`config.mk`:
```
export PLATFORM = sky130hd
export DESIGN_NAME = pcrsd_detect
export DESIGN_NICKNAME = d
export VERILOG_FILES = /design/src/inc/pcrsd_pkg.sv /design/src/design/pcrsd_divider.sv /design/src/design/pcrsd_detect.sv
export SDC_FILE = /design/constraint.sdc
export NUM_CORES = 1
export LEC_CHECK = 0
export ABC_AREA = 1
export BUFFER_PORTS_ARGS = -buffer_cell sky130_fd_sc_hd__buf_2
export CAP_MARGIN = 20
export CORE_UTILIZATION = 30
export DETAILED_ROUTE_END_ITERATION = 6
export GPL_TIMING_DRIVEN = 0
export MAX_ROUTING_LAYER = met4
export SETUP_SLACK_MARGIN = 0.4
export SYNTH_ARGS = -nofsm -noshare
export SYNTH_HDL_FRONTEND = slang
export SYNTH_SLANG_ARGS = --single-unit
export TNS_END_PERCENT = 10
```
`constraint.sdc`:
```
create_clock -name clk -period 11.7 [get_ports clk]
set_clock_uncertainty 0.15 [all_clocks]
set_input_delay 1.755 -clock clk [delete_from_list [all_inputs] [get_ports clk]]
set_output_delay 1.755 -clock clk [all_outputs]
set_load 0.03 [all_outputs]
```
`src/inc/pcrsd_pkg.sv`:
```
package pcrsd_pkg;

    // ------------------------------------------------------------
    // timing
    // ------------------------------------------------------------
    localparam int CLK_PERIOD_NS = 20;
    localparam int CTRL_WAIT_NS = 500;
    localparam int CTRL_WAIT_CYC = (CTRL_WAIT_NS + CLK_PERIOD_NS - 1) / CLK_PERIOD_NS;
    localparam int REF_WINDOW_NS = 10000;
    // master-clock cycles per window = ratio * fs_khz / KHZ_SCALE
    localparam int KHZ_SCALE = 1000000 / REF_WINDOW_NS;

    // ------------------------------------------------------------
    // widths
    // ------------------------------------------------------------
    localparam int CNT_W = 12;
    localparam int DIV_W = 4;
    localparam int OS_W = 8;
    localparam int WAIT_W = 6;

    // ------------------------------------------------------------
    // supported clock ratios
    // ------------------------------------------------------------
    localparam logic [CNT_W-1:0] R64 = 12'h040;
    localparam logic [CNT_W-1:0] R96 = 12'h060;
    localparam logic [CNT_W-1:0] R128 = 12'h080;
    localparam logic [CNT_W-1:0] R192 = 12'h0C0;
    localparam logic [CNT_W-1:0] R256 = 12'h100;
    localparam logic [CNT_W-1:0] R384 = 12'h180;
    localparam logic [CNT_W-1:0] R512 = 12'h200;
    localparam logic [CNT_W-1:0] R768 = 12'h300;
    localparam logic [CNT_W-1:0] R1024 = 12'h400;
    localparam logic [CNT_W-1:0] R1152 = 12'h480;

    // ------------------------------------------------------------
    // auto-detect frame rate bands, kHz
    // ------------------------------------------------------------
    localparam int SSM_LO_KHZ = 4;
    localparam int SSM_HI_KHZ = 54;
    localparam int DSM_LO_KHZ = 84;
    localparam int DSM_HI_KHZ = 108;
    localparam int QSM_LO_KHZ = 170;
    localparam int QSM_HI_KHZ = 216;
    localparam int R1152_LO_KHZ = 30;
    localparam int R1152_HI_KHZ = 34;

    // ------------------------------------------------------------
    // oversampling per mode
    // ------------------------------------------------------------
    localparam logic [OS_W-1:0] OS_SINGLE = 8'h80;
    localparam logic [OS_W-1:0] OS_DOUBLE = 8'h40;
    localparam logic [OS_W-1:0] OS_QUAD = 8'h20;
    localparam int OS_SH_SINGLE = 7;
    localparam int OS_SH_DOUBLE = 6;
    localparam int OS_SH_QUAD = 5;

    // ------------------------------------------------------------
    // mode select pin codes (bits 4:2) and software speed codes
    // ------------------------------------------------------------
    localparam logic [2:0] MSEL_SINGLE = 3'h0;
    localparam logic [2:0] MSEL_SINGLE_DEM = 3'h1;
    localparam logic [2:0] MSEL_DOUBLE = 3'h2;
    localparam logic [2:0] MSEL_QUAD = 3'h3;
    localparam logic [2:0] MSEL_AUTO = 3'h4;
    localparam logic [2:0] MSEL_AUTO_DEM = 3'h5;
    localparam logic [1:0] SWSEL_SINGLE = 2'h0;
    localparam logic [1:0] SWSEL_DOUBLE = 2'h1;
    localparam logic [1:0] SWSEL_QUAD = 2'h2;
    localparam logic [1:0] SWSEL_AUTO = 2'h3;

    // ------------------------------------------------------------
    // types
    // ------------------------------------------------------------
    typedef enum logic [2:0] {
        PCRSD_SPD_SINGLE = 3'b001,
        PCRSD_SPD_DOUBLE = 3'b010,
        PCRSD_SPD_QUAD = 3'b100
    } pcrsd_speed_e;

    typedef enum logic [2:0] {
        PCRSD_ST_INIT = 3'b001,
        PCRSD_ST_MEASURE = 3'b010,
        PCRSD_ST_LOCKED = 3'b100
    } pcrsd_state_e;

    typedef struct packed {
        pcrsd_speed_e speed;
        logic [OS_W-1:0] os;
        logic [DIV_W-1:0] div;
        logic valid;
    } pcrsd_clkcfg_s;

    typedef struct packed {
        logic signed [31:0] word;
        logic right;
    } pcrsd_sample_s;

    // ------------------------------------------------------------
    // decoding helpers
    // ------------------------------------------------------------
    function automatic logic in_band(input logic [CNT_W-1:0] ratio, input logic [CNT_W-1:0] cnt,
                                     input int lo, input int hi);
        logic [23:0] scaled;
        scaled = 24'(cnt) * 24'(KHZ_SCALE);
        return (24'(ratio) * 24'(lo) <= scaled) && (scaled <= 24'(ratio) * 24'(hi));
    endfunction

    function automatic logic single_ratio(input logic [CNT_W-1:0] r);
        return (r == R256) || (r == R384) || (r == R512) || (r == R768) || (r == R1024);
    endfunction

    function automatic logic double_ratio(input logic [CNT_W-1:0] r);
        return (r == R128) || (r == R192) || (r == R256) || (r == R384) || (r == R512);
    endfunction

    function automatic logic quad_ratio(input logic [CNT_W-1:0] r);
        return (r == R64) || (r == R96) || (r == R128) || (r == R192) || (r == R256);
    endfunction

endpackage

```
`src/design/pcrsd_divider.sv`:
```
`timescale 1ns/1ps
`default_nettype none

module pcrsd_divider
    import pcrsd_pkg::*;
(
    input wire logic clk,
    input wire logic arst_n,
    input wire logic enable,
    input wire logic [DIV_W-1:0] div,
    output logic tick
);

    logic [DIV_W-1:0] cnt_reg;
    logic [DIV_W-1:0] cnt_next;
    logic tick_next;
    wire logic wrap = (cnt_reg >= div - DIV_W'(1));

    assign cnt_next = (!enable || wrap) ? '0 : cnt_reg + DIV_W'(1);
    assign tick_next = enable && wrap;

    always_ff @(posedge clk or negedge arst_n) begin
        if (!arst_n) begin
            cnt_reg <= '0;
            tick <= 1'b0;
        end else begin
            cnt_reg <= cnt_next;
            tick <= tick_next;
        end
    end
endmodule // pcrsd_divider

`default_nettype wire

```
`src/design/pcrsd_detect.sv`:
```
//
// Behaviour
// - accept 32-48, 64-96 and 128-192 kHz families in the three modes
// - serial samples are two's complement, source encodes them so
// - frame clock level tells which channel the arriving bits belong to
// - serial bits shift into the input buffer on the bit clock
// - settings from mode pins in hardware config, from registers in software
// - count master cycles per frame period and measure master rate
// - program internal dividers once ratio and mode are known
// - single rate: 256x to 1024x, plus 1152x at 32 kHz
// - double rate: 128x, 192x, 256x, 384x, 512x
// - quad rate: 64x, 96x, 128x, 192x, 256x
// - some manual combinations are not recognised by auto detect
// - auto bands: 4-54, 84-108, 170-216 kHz
// - oversample 128x single, 64x double, 32x quad
//
`timescale 1ns/1ps
`default_nettype none

module pcrsd_detect
    import pcrsd_pkg::*;
#(
    parameter int LINES = 4
) (
    input wire logic clk,
    input wire logic arst_n,
    input wire logic frame_clock,
    input wire logic bit_clock,
    input wire logic [LINES-1:0] serial_data_inputs,
    input wire logic ref_tick,
    input wire logic sw_config,
    input wire logic [4:0] mode_select_pins,
    input wire logic [1:0] sw_speed_sel,
    output var pcrsd_clkcfg_s cfg,
    output logic [CNT_W-1:0] ratio_out,
    output logic ctrl_ready,
    output logic sample_valid,
    output var pcrsd_sample_s samples [LINES],
    output logic div_tick
);

    // ------------------------------------------------------------
    // edge detection and measurement counters
    // ------------------------------------------------------------
    logic frame_prev_reg;
    logic bit_prev_reg;
    logic [CNT_W-1:0] per_cnt_reg;
    logic [CNT_W-1:0] ref_cnt_reg;
    logic [CNT_W-1:0] rate_cnt_reg;
    logic have_rate_reg;
    pcrsd_state_e st_reg;
    pcrsd_state_e st_next;
    pcrsd_clkcfg_s cfg_next;
    logic [WAIT_W-1:0] wait_cnt_reg;

    wire logic frame_rise = frame_clock && !frame_prev_reg;
    wire logic frame_edge = frame_clock != frame_prev_reg;
    wire logic bit_rise = bit_clock && !bit_prev_reg;
    wire logic per_sat = &per_cnt_reg;
    wire logic ref_sat = &ref_cnt_reg;

    // cycle count since the previous rising frame edge is the ratio
    always_ff @(posedge clk or negedge arst_n) begin
        if (!arst_n) begin
            frame_prev_reg <= 1'b0;
            bit_prev_reg <= 1'b0;
            per_cnt_reg <= '0;
            ref_cnt_reg <= '0;
            rate_cnt_reg <= '0;
            have_rate_reg <= 1'b0;
        end else begin
            frame_prev_reg <= frame_clock;
            bit_prev_reg <= bit_clock;
            per_cnt_reg <= frame_rise ? CNT_W'(1) : per_cnt_reg + CNT_W'(!per_sat);
            ref_cnt_reg <= ref_tick ? CNT_W'(1) : ref_cnt_reg + CNT_W'(!ref_sat);
            if (ref_tick) begin
                rate_cnt_reg <= ref_cnt_reg;
                have_rate_reg <= 1'b1;
            end
        end
    end

    // ------------------------------------------------------------
    // ratio and speed decode
    // ------------------------------------------------------------
    wire logic [CNT_W-1:0] ratio = per_cnt_reg;
    wire logic [2:0] pin_sel = mode_select_pins[4:2];
    wire logic auto_sel = sw_config ? (sw_speed_sel == SWSEL_AUTO)
                                    : (pin_sel == MSEL_AUTO || pin_sel == MSEL_AUTO_DEM);
    wire logic man_single = sw_config ? (sw_speed_sel == SWSEL_SINGLE)
                                      : (pin_sel == MSEL_SINGLE || pin_sel == MSEL_SINGLE_DEM);
    wire logic man_double = sw_config ? (sw_speed_sel == SWSEL_DOUBLE) : (pin_sel == MSEL_DOUBLE);
    wire logic man_quad = sw_config ? (sw_speed_sel == SWSEL_QUAD) : (pin_sel == MSEL_QUAD);

    // auto detect only inside its own frame-rate bands
    wire logic r1152_ok = (ratio == R1152) && in_band(ratio, rate_cnt_reg, R1152_LO_KHZ, R1152_HI_KHZ);
    wire logic auto_single = (single_ratio(ratio) && in_band(ratio, rate_cnt_reg, SSM_LO_KHZ, SSM_HI_KHZ))
                             || r1152_ok;
    wire logic auto_double = double_ratio(ratio)
                             && in_band(ratio, rate_cnt_reg, DSM_LO_KHZ, DSM_HI_KHZ);
    wire logic auto_quad = quad_ratio(ratio)
                           && in_band(ratio, rate_cnt_reg, QSM_LO_KHZ, QSM_HI_KHZ);

    wire logic pick_single = auto_sel ? auto_single
                                      : man_single && (single_ratio(ratio) || ratio == R1152);
    wire logic pick_double = auto_sel ? auto_double : man_double && double_ratio(ratio);
    wire logic pick_quad = auto_sel ? auto_quad : man_quad && quad_ratio(ratio);
    wire logic match = have_rate_reg && (pick_single || pick_double || pick_quad);

    // divider = ratio / oversampling
    wire pcrsd_speed_e new_speed = pick_single ? PCRSD_SPD_SINGLE
                                 : pick_double ? PCRSD_SPD_DOUBLE : PCRSD_SPD_QUAD;
    wire logic [OS_W-1:0] new_os = pick_single ? OS_SINGLE : pick_double ? OS_DOUBLE : OS_QUAD;
    wire logic [CNT_W-1:0] new_quot = pick_single ? ratio >> OS_SH_SINGLE
                                    : pick_double ? ratio >> OS_SH_DOUBLE : ratio >> OS_SH_QUAD;
    wire logic [DIV_W-1:0] new_div = new_quot[DIV_W-1:0];
    wire logic eval = frame_rise && (st_reg != PCRSD_ST_INIT);

    // ------------------------------------------------------------
    // lock state machine
    // ------------------------------------------------------------
    always_comb begin
        st_next = st_reg;
        cfg_next = cfg;
        unique case (st_reg)
            PCRSD_ST_INIT: begin
                // first period is partial, discard it
                if (frame_rise) begin
                    st_next = PCRSD_ST_MEASURE;
                end
            end
            PCRSD_ST_MEASURE, PCRSD_ST_LOCKED: begin
                if (eval && match) begin
                    st_next = PCRSD_ST_LOCKED;
                    cfg_next = '{speed: new_speed, os: new_os, div: new_div, valid: 1'b1};
                end else if (eval) begin
                    st_next = PCRSD_ST_MEASURE;
                    cfg_next.valid = 1'b0;
                end
            end
        endcase
    end

    always_ff @(posedge clk or negedge arst_n) begin
        if (!arst_n) begin
            st_reg <= PCRSD_ST_INIT;
            cfg <= '{speed: PCRSD_SPD_SINGLE, os: OS_SINGLE, div: DIV_W'(2), valid: 1'b0};
            ratio_out <= '0;
        end else begin
            st_reg <= st_next;
            cfg <= cfg_next;
            if (eval && match) begin
                ratio_out <= ratio;
            end
        end
    end

    pcrsd_divider u_div (
        .clk(clk),
        .arst_n(arst_n),
        .enable(cfg.valid),
        .div(cfg.div),
        .tick(div_tick)
    );

    // ------------------------------------------------------------
    // control port wait after reset
    // ------------------------------------------------------------
    always_ff @(posedge clk or negedge arst_n) begin
        if (!arst_n) begin
            wait_cnt_reg <= '0;
            ctrl_ready <= 1'b0;
        end else begin
            if (!ctrl_ready) begin
                wait_cnt_reg <= wait_cnt_reg + WAIT_W'(1);
            end
            ctrl_ready <= ctrl_ready || (wait_cnt_reg == WAIT_W'(CTRL_WAIT_CYC - 1));
        end
    end

    // ------------------------------------------------------------
    // serial input buffer
    // ------------------------------------------------------------
    logic [31:0] shift_reg [LINES];

    always_ff @(posedge clk or negedge arst_n) begin
        if (!arst_n) begin
            sample_valid <= 1'b0;
        end else begin
            sample_valid <= frame_edge;
        end
    end

    for (genvar g = 0; g < LINES; g++) begin : g_line
        always_ff @(posedge clk or negedge arst_n) begin
            if (!arst_n) begin
                shift_reg[g] <= '0;
                samples[g] <= '0;
            end else begin
                if (bit_rise) begin
                    shift_reg[g] <= {shift_reg[g][30:0], serial_data_inputs[g]};
                end
                if (frame_edge) begin
                    // word kept as two's complement
                    samples[g].word <= $signed(shift_reg[g]);
                    samples[g].right <= frame_prev_reg;
                end
            end
        end
    end
endmodule // pcrsd_detect

`default_nettype wire

```
Word-level counts from Yosys, hierarchy flattened --
Index checks and enable logic that the tools add are counted.
Word-level totals: register bits 340, word-level logic and storage cells 147, input bits 17, output and inout bits 163
Cells by class: add/subtract/negate cells 5, order comparisons 9, eq/ne operators 26, reductions and logical operators 51, mux-type cells 22, multipliers 8
Operators by type and width (number):
- $mul A12 B5 Y17 const B | 6
- $le A19 B18 Y1 | 2
- $le A19 B19 Y1 | 2
- $add A12 B1 Y12 | 2
- $eq A12 B10 Y1 const B | 2
- $eq A12 B11 Y1 const B | 2
- $eq A12 B7 Y1 const B | 2
- $eq A12 B8 Y1 const B | 2
- $eq A12 B9 Y1 const B | 2
- $mux W12 | 2
- $reduce_and A12 Y1 | 2
- $le A19 B20 Y1 | 1
- $le A20 B19 Y1 | 1
- $logic_or A1 B1 Y1 | 20
- $le A14 B19 Y1 | 1
- $le A17 B19 Y1 | 1
- $mul A12 B7 Y19 const B | 1
- $logic_and A1 B1 Y1 | 17
- $mul A12 B4 Y16 const B | 1
- $mux W3 | 5
- $mux W4 | 3
- $eq A3 B2 Y1 const B | 3
- $eq A3 B3 Y1 const B | 3
- $mux W1 | 9
- 21 further kinds | 29

Longest topological paths before layout --
word-level depth 14, depth in mapped cells 38, gate-level depth less buffers 38

Cells and area by module --
A second synthesis with hierarchy kept.
Second synthesis, totals: cell total of the unflattened synthesis 2676, area, all modules 22446.5 um^2
Modules (own cells, without submodules):
- pcrsd_detect | seq. area each 8186.6 um^2, instances 1, cells an instance 2636, area each 22097.4 um^2
- pcrsd_divider | seq. area each 125.1 um^2, instances 1, cells an instance 40, area each 349.1 um^2

Least setup slack after synthesis --
No wires, ideal clock.
kind register to register, start point register per_cnt_reg[1], end point register ratio_out[10], buffers on the path 1, period minus slack after synthesis 5.514 ns, data arrival time 5.229 ns, path slack 6.186 ns, setup time 0.136 ns, stages on the path, launching flop included 38, data required time 11.414 ns, cell sequence dfrtp_1 > inv_1 > fa_1 > fa_1 > inv_1 > ha_1 > a21oi_1 > o21ai_0 > a21oi_1 > o21bai_1 > a21o_1 > a21oi_1 > nor2_1 > nor2_1 > o21bai_1 > a21oi_1 > nor2_1 > nor2_1 > [... 2 more ...] > ha_1 > nand2_1 > nor2_1 > a211oi_1 > nand2_1 > nand2_1 > nand2_1 > o2111ai_1 > o211ai_1 > nand2_1 > nand2_2 > nand2_4 > nor2_4 > nand2_4 > nand2_8 > buf_12 > nand2_2 > o21ai_2
Between the ends: longest elaborated chain between the ends 12, elaborated cells between the ends (all ways) 57, classes of those cells 7 x mul; 8 x order compare; 10 x eq/ne; 3 x mux; 29 x reduce/logical
RTL lines:
- start: declaration | line pcrsd_detect.sv:47 | logic [CNT_W-1:0] per_cnt_reg;
- start signal: assignment | line pcrsd_detect.sv:74 | per_cnt_reg <= frame_rise ? CNT_W'(1) : per_cnt_reg + CNT_W'(!per_sat);
- parallel branches: the longest is 9 deep, another holds $le A19 B18 Y1
- $logic_or A1 B1 Y1 (*) | line pcrsd_detect.sv:108 | wire logic match = have_rate_reg && (pick_single || pick_double || pick_quad);
- $logic_and A1 B1 Y1 (*) | line pcrsd_detect.sv:108
- $logic_and A1 B1 Y1 (*) | line pcrsd_detect.sv:152 | if (eval && match) begin
- end signal: assignment | line pcrsd_detect.sv:153 | ratio_out <= ratio;
- end: declaration | line pcrsd_detect.sv:35 | output logic [CNT_W-1:0] ratio_out,
Mark *: on every way between the ends. A chain may end at the register's enable or synchronous reset.

Worst setup path in the final report --
start point register per_cnt_reg[7], end point register cfg[4] (netlist bit)
Between the ends: longest elaborated chain between the ends 13, elaborated cells between the ends (all ways) 60, classes of those cells 7 x mul; 8 x order compare; 10 x eq/ne; 5 x mux; 30 x reduce/logical
RTL lines:
- parallel branches: the longest is 13 deep, another holds $le A19 B18 Y1
- end signal: assignment | line pcrsd_detect.sv:147 | cfg <= '{speed: PCRSD_SPD_SINGLE, os: OS_SINGLE, div: DIV_W'(2), valid: 1'b0};
- end signal: assignment | line pcrsd_detect.sv:151 | cfg <= cfg_next;
- end: declaration | line pcrsd_detect.sv:34 | output var pcrsd_clkcfg_s cfg,
Parallel ways; which one is timed is not known.

==> metrics <==
largest stage delay on the critical path=1.04 ns; most used cell, CP=nand2_1; DRC=0; Root Buffer=clkbuf_16; Compound-Gate Fraction of Synth Area=roughly 12%; I/O pin cnt=180; simple-gate share of the synthesized area=about 16%; TritonCTS Buffers=36; final hold viol count=0; Max-cap violations=0; setup_tns=0 ns; PnR worst setup slack=~4.8 ns; Max clock buf depth=3; Synth Area in Adders=between 20% and 30%; Startpoint Class=register; fin crit period=between 6 and 7 ns; cells on worst reg2reg path=30; GPL Wtd Cong=around 0.90; Synth Flop Type=dfrtp_1; Initial DRC Count=934; grt ovf=0; Seq cells post-synth=332; crit share post-route=around 59%; final wirelength=~58000 um; Worst VDD drop=approximately 0.11 mV; clock net sink count=around 330; fraction of layout cells with a size suffix above 1=approximately 11%; Seq/Total Area, Yosys=between 30% and 40%; post-route cell area=approximately 0.026 mm2; HPWL Detailed=44800 um; postcts setup bufs=0; area leader, netlist=dfrtp_1; Slowest-stage cell, CP=dfrtp_1; Final Setup Violations=0; DRT Pass-1 Iters=5; die area=0.0766 mm2; routed vias/inst=~4.6; Starting Density=30.4%; Worst-path clk slew=~0.07 ns; Gates resized, CTS repair=0; power per standard cell area=173 mW/mm2; Synth async-reset ratio=100%; WP data arrival=7.18 ns; pre-CTS setup slack=between 4 and 5 ns; share of the synthesized area in the top cell type=a little over a third; Lkg Pwr=around 14 nW; area delta synth->final=14.7%; first-pass GRT wire length=96100 um; placed cell area=approximately 0.025 mm2; gr usage total=15.9%; initial antenna violation count=2; Critical Path RT=roughly 12 ns; hold crit path type=register to register; yosys warns=0; xor/xnor cell area share of the yosys netlist=3.13%; largest family of logic cells by synthesized area=adder cells; R2R setup slack=roughly 4.8 ns; DR vias=around 18000; number of flip-flops in the largest register=roughly 130; vias in the first global route=between 15000 and 20000; die width=about 280 um; TritonCTS clock tree=built; core box area=0.0746 mm2; multiplexer share of the synthesized area=0%; Rel. slew slack=30.1%; Final Util=about a third; CP max FO=16; die height=between 200 and 300 um; Worst setup EP type=register; unique cell type count in the Yosys netlist=54; largest cells by area after synthesis=dfrtp_1 (36%), ha_1 (17%), nand2_1 (9.3%); Post-Syn Instances=2677; hold_buf cts=0; status=finished, final reports clean; reg-to-reg critical path endpoint=cfg[4]$_DFFE_PN0P_; Worst-Margin Slew=about 1.0 ns; final slew viol count=0; post-route ant nets=0; crit path capture=cfg[4]$_DFFE_PN0P_; std cell rows=100; CP startpoint=per_cnt_reg[7]$_DFF_PN0_; RSZ-0062 raised after global routing=no; clk_lat worst skew=~0.57 ns; largest net degree at the start of global routing=between 100 and 150; IO Port Bufs=approximately 170; fin nets=3282; reg2reg start=per_cnt_reg[7]$_DFF_PN0_; synthesized area=roughly 0.023 mm2; EDFF count, synth=0; CP Class=register to register; H-tree levels=2; Mean Syn Cell Area=between 8 and 9 um2; WL/cell=approximately 15 um; f_max=146 MHz
-- cell usage after synthesis, drive strengths merged (2+ instances only) --
library cell / n
o221ai: 3
buf: 17
nand3: 81
o211ai: 7
a31oi: 7
nand3b: 3
dfrtp: 329
and2: 3
a211oi: 5
clkbuf: 57
nand4: 31
dfstp: 3
nor3: 19
o21ai: 321
o21bai: 15
nand2: 597
nor2: 113
o21a: 5
xor2: 54
a21o: 5
nor4: 7
or2: 6
a21boi: 2
a21oi: 128
o2111ai: 3
xnor2: 24
ha: 305
inv: 455
o31ai: 2
fa: 66
-- routing by layer --
layer  GRT usage, %  wire [um]
met1           20.2      26800
met2           26.1      27200
met3           3.43       3230
met4           2.99        901
met5              -          0
-- per-stage QoR --
stage                     cells  power [mW]  hold slack, ns
after global routing       3888        4.90           0.339
after global placement     3822        3.34           0.309
after floorplan            2681        2.80           0.290
final                      3888        4.49           0.320
after CTS                  3887        4.53           0.320
after detailed placement   3825        3.37           0.310
-- cells by family (layout without fill, tap and decap cells) --
| family | count (synthesis) | count (layout) |
|---|---|---|
| and+or+nand+nor | 860 | 860 |
| buffers and inverters | 530 | 767 |
| DFF | 332 | 332 |
| AOI/OAI and AO/OA | 505 | 505 |
| xor gates and xnor gates | 78 | 78 |
| other | 1 | 6 |
| adders and majority gates | 371 | 371 |
-- area by class of cell --
class	instances	area, um2
Antenna cell	1	2.50
Buffer	74	347
Clock buffer	47	972
Clock inverter	15	186
Fill cell	7795	48600
Inverter	456	1710
Multi-Input combinational cell	1819	12300
Sequential cell	332	8310
Tap cell	969	1210
Timing Repair Buffer	175	953
-- layout by cell type, fill, tap and decap left out, types with 5 or more instances in the layout --
cell type,netlist,final
a211oi_1,5,5
a21o_1,5,5
a21oi_1,127,127
a31oi_1,7,7
buf_2,0,171
buf_4,12,12
clkbuf_1,57,65
clkbuf_16,0,36
clkinv_2,0,7
conb_1,1,5
dfrtp_1,329,329
fa_1,66,66
ha_1,305,305
inv_1,444,444
inv_2,10,10
nand2_1,564,564
nand2_2,19,19
nand2_4,13,13
nand3_1,74,74
nand3_2,7,7
nand4_1,31,31
nor2_1,105,105
nor2_2,7,7
nor3_1,17,17
nor4_1,7,7
o211ai_1,7,7
o21a_1,5,5
o21ai_0,303,303
o21ai_1,5,5
o21ai_2,13,13
o21bai_1,15,15
or2_2,5,5
xnor2_1,23,23
xor2_1,53,53
-- worst max-delay path, delay by kind of cell (launching register included) --
| kind | cells | cell delay, ns |
|---|---|---|
| flip-flops | 1 | 1.04 |
| AO/OA/AOI/OAI | 1 | 0.25 |
| adder cells (fa/ha/maj) | 5 | 2.20 |
| buffers and inverters | 4 | 0.74 |
| AND/OR/NAND/NOR | 20 | 2.40 |
-- how the worst min path moves through the flow --
stage                                     start                          end  slack [ns]  depth (start not counted)
finish                      cfg[13]$_DFFE_PN1P_          cfg[13]$_DFFE_PN1P_        0.32                          2
global placement    wait_cnt_reg[4]$_DFFE_PN0N_  wait_cnt_reg[4]$_DFFE_PN0N_        0.31                          1
CTS                         cfg[13]$_DFFE_PN1P_          cfg[13]$_DFFE_PN1P_        0.32                          2
global route          ratio_out[10]$_DFFE_PN0P_    ratio_out[10]$_DFFE_PN0P_        0.34                          2
floorplan             have_rate_reg$_DFFE_PN0P_    have_rate_reg$_DFFE_PN0P_        0.29                          1
detailed placement      samples[65]$_DFFE_PN0P_      samples[65]$_DFFE_PN0P_        0.31                          2
-- power breakdown --
part / switching [mW] / leakage [nW] / internal, mW / total [mW]
clock: 0.501 / 0.568 / 0.641 / 1.14
combinational: 1.29 / 8.70 / 0.709 / 2.00
sequential: 0.0956 / 4.47 / 1.26 / 1.35
total: 1.89 / 13.7 / 2.61 / 4.49
Power figures use the tool's default switching activity.
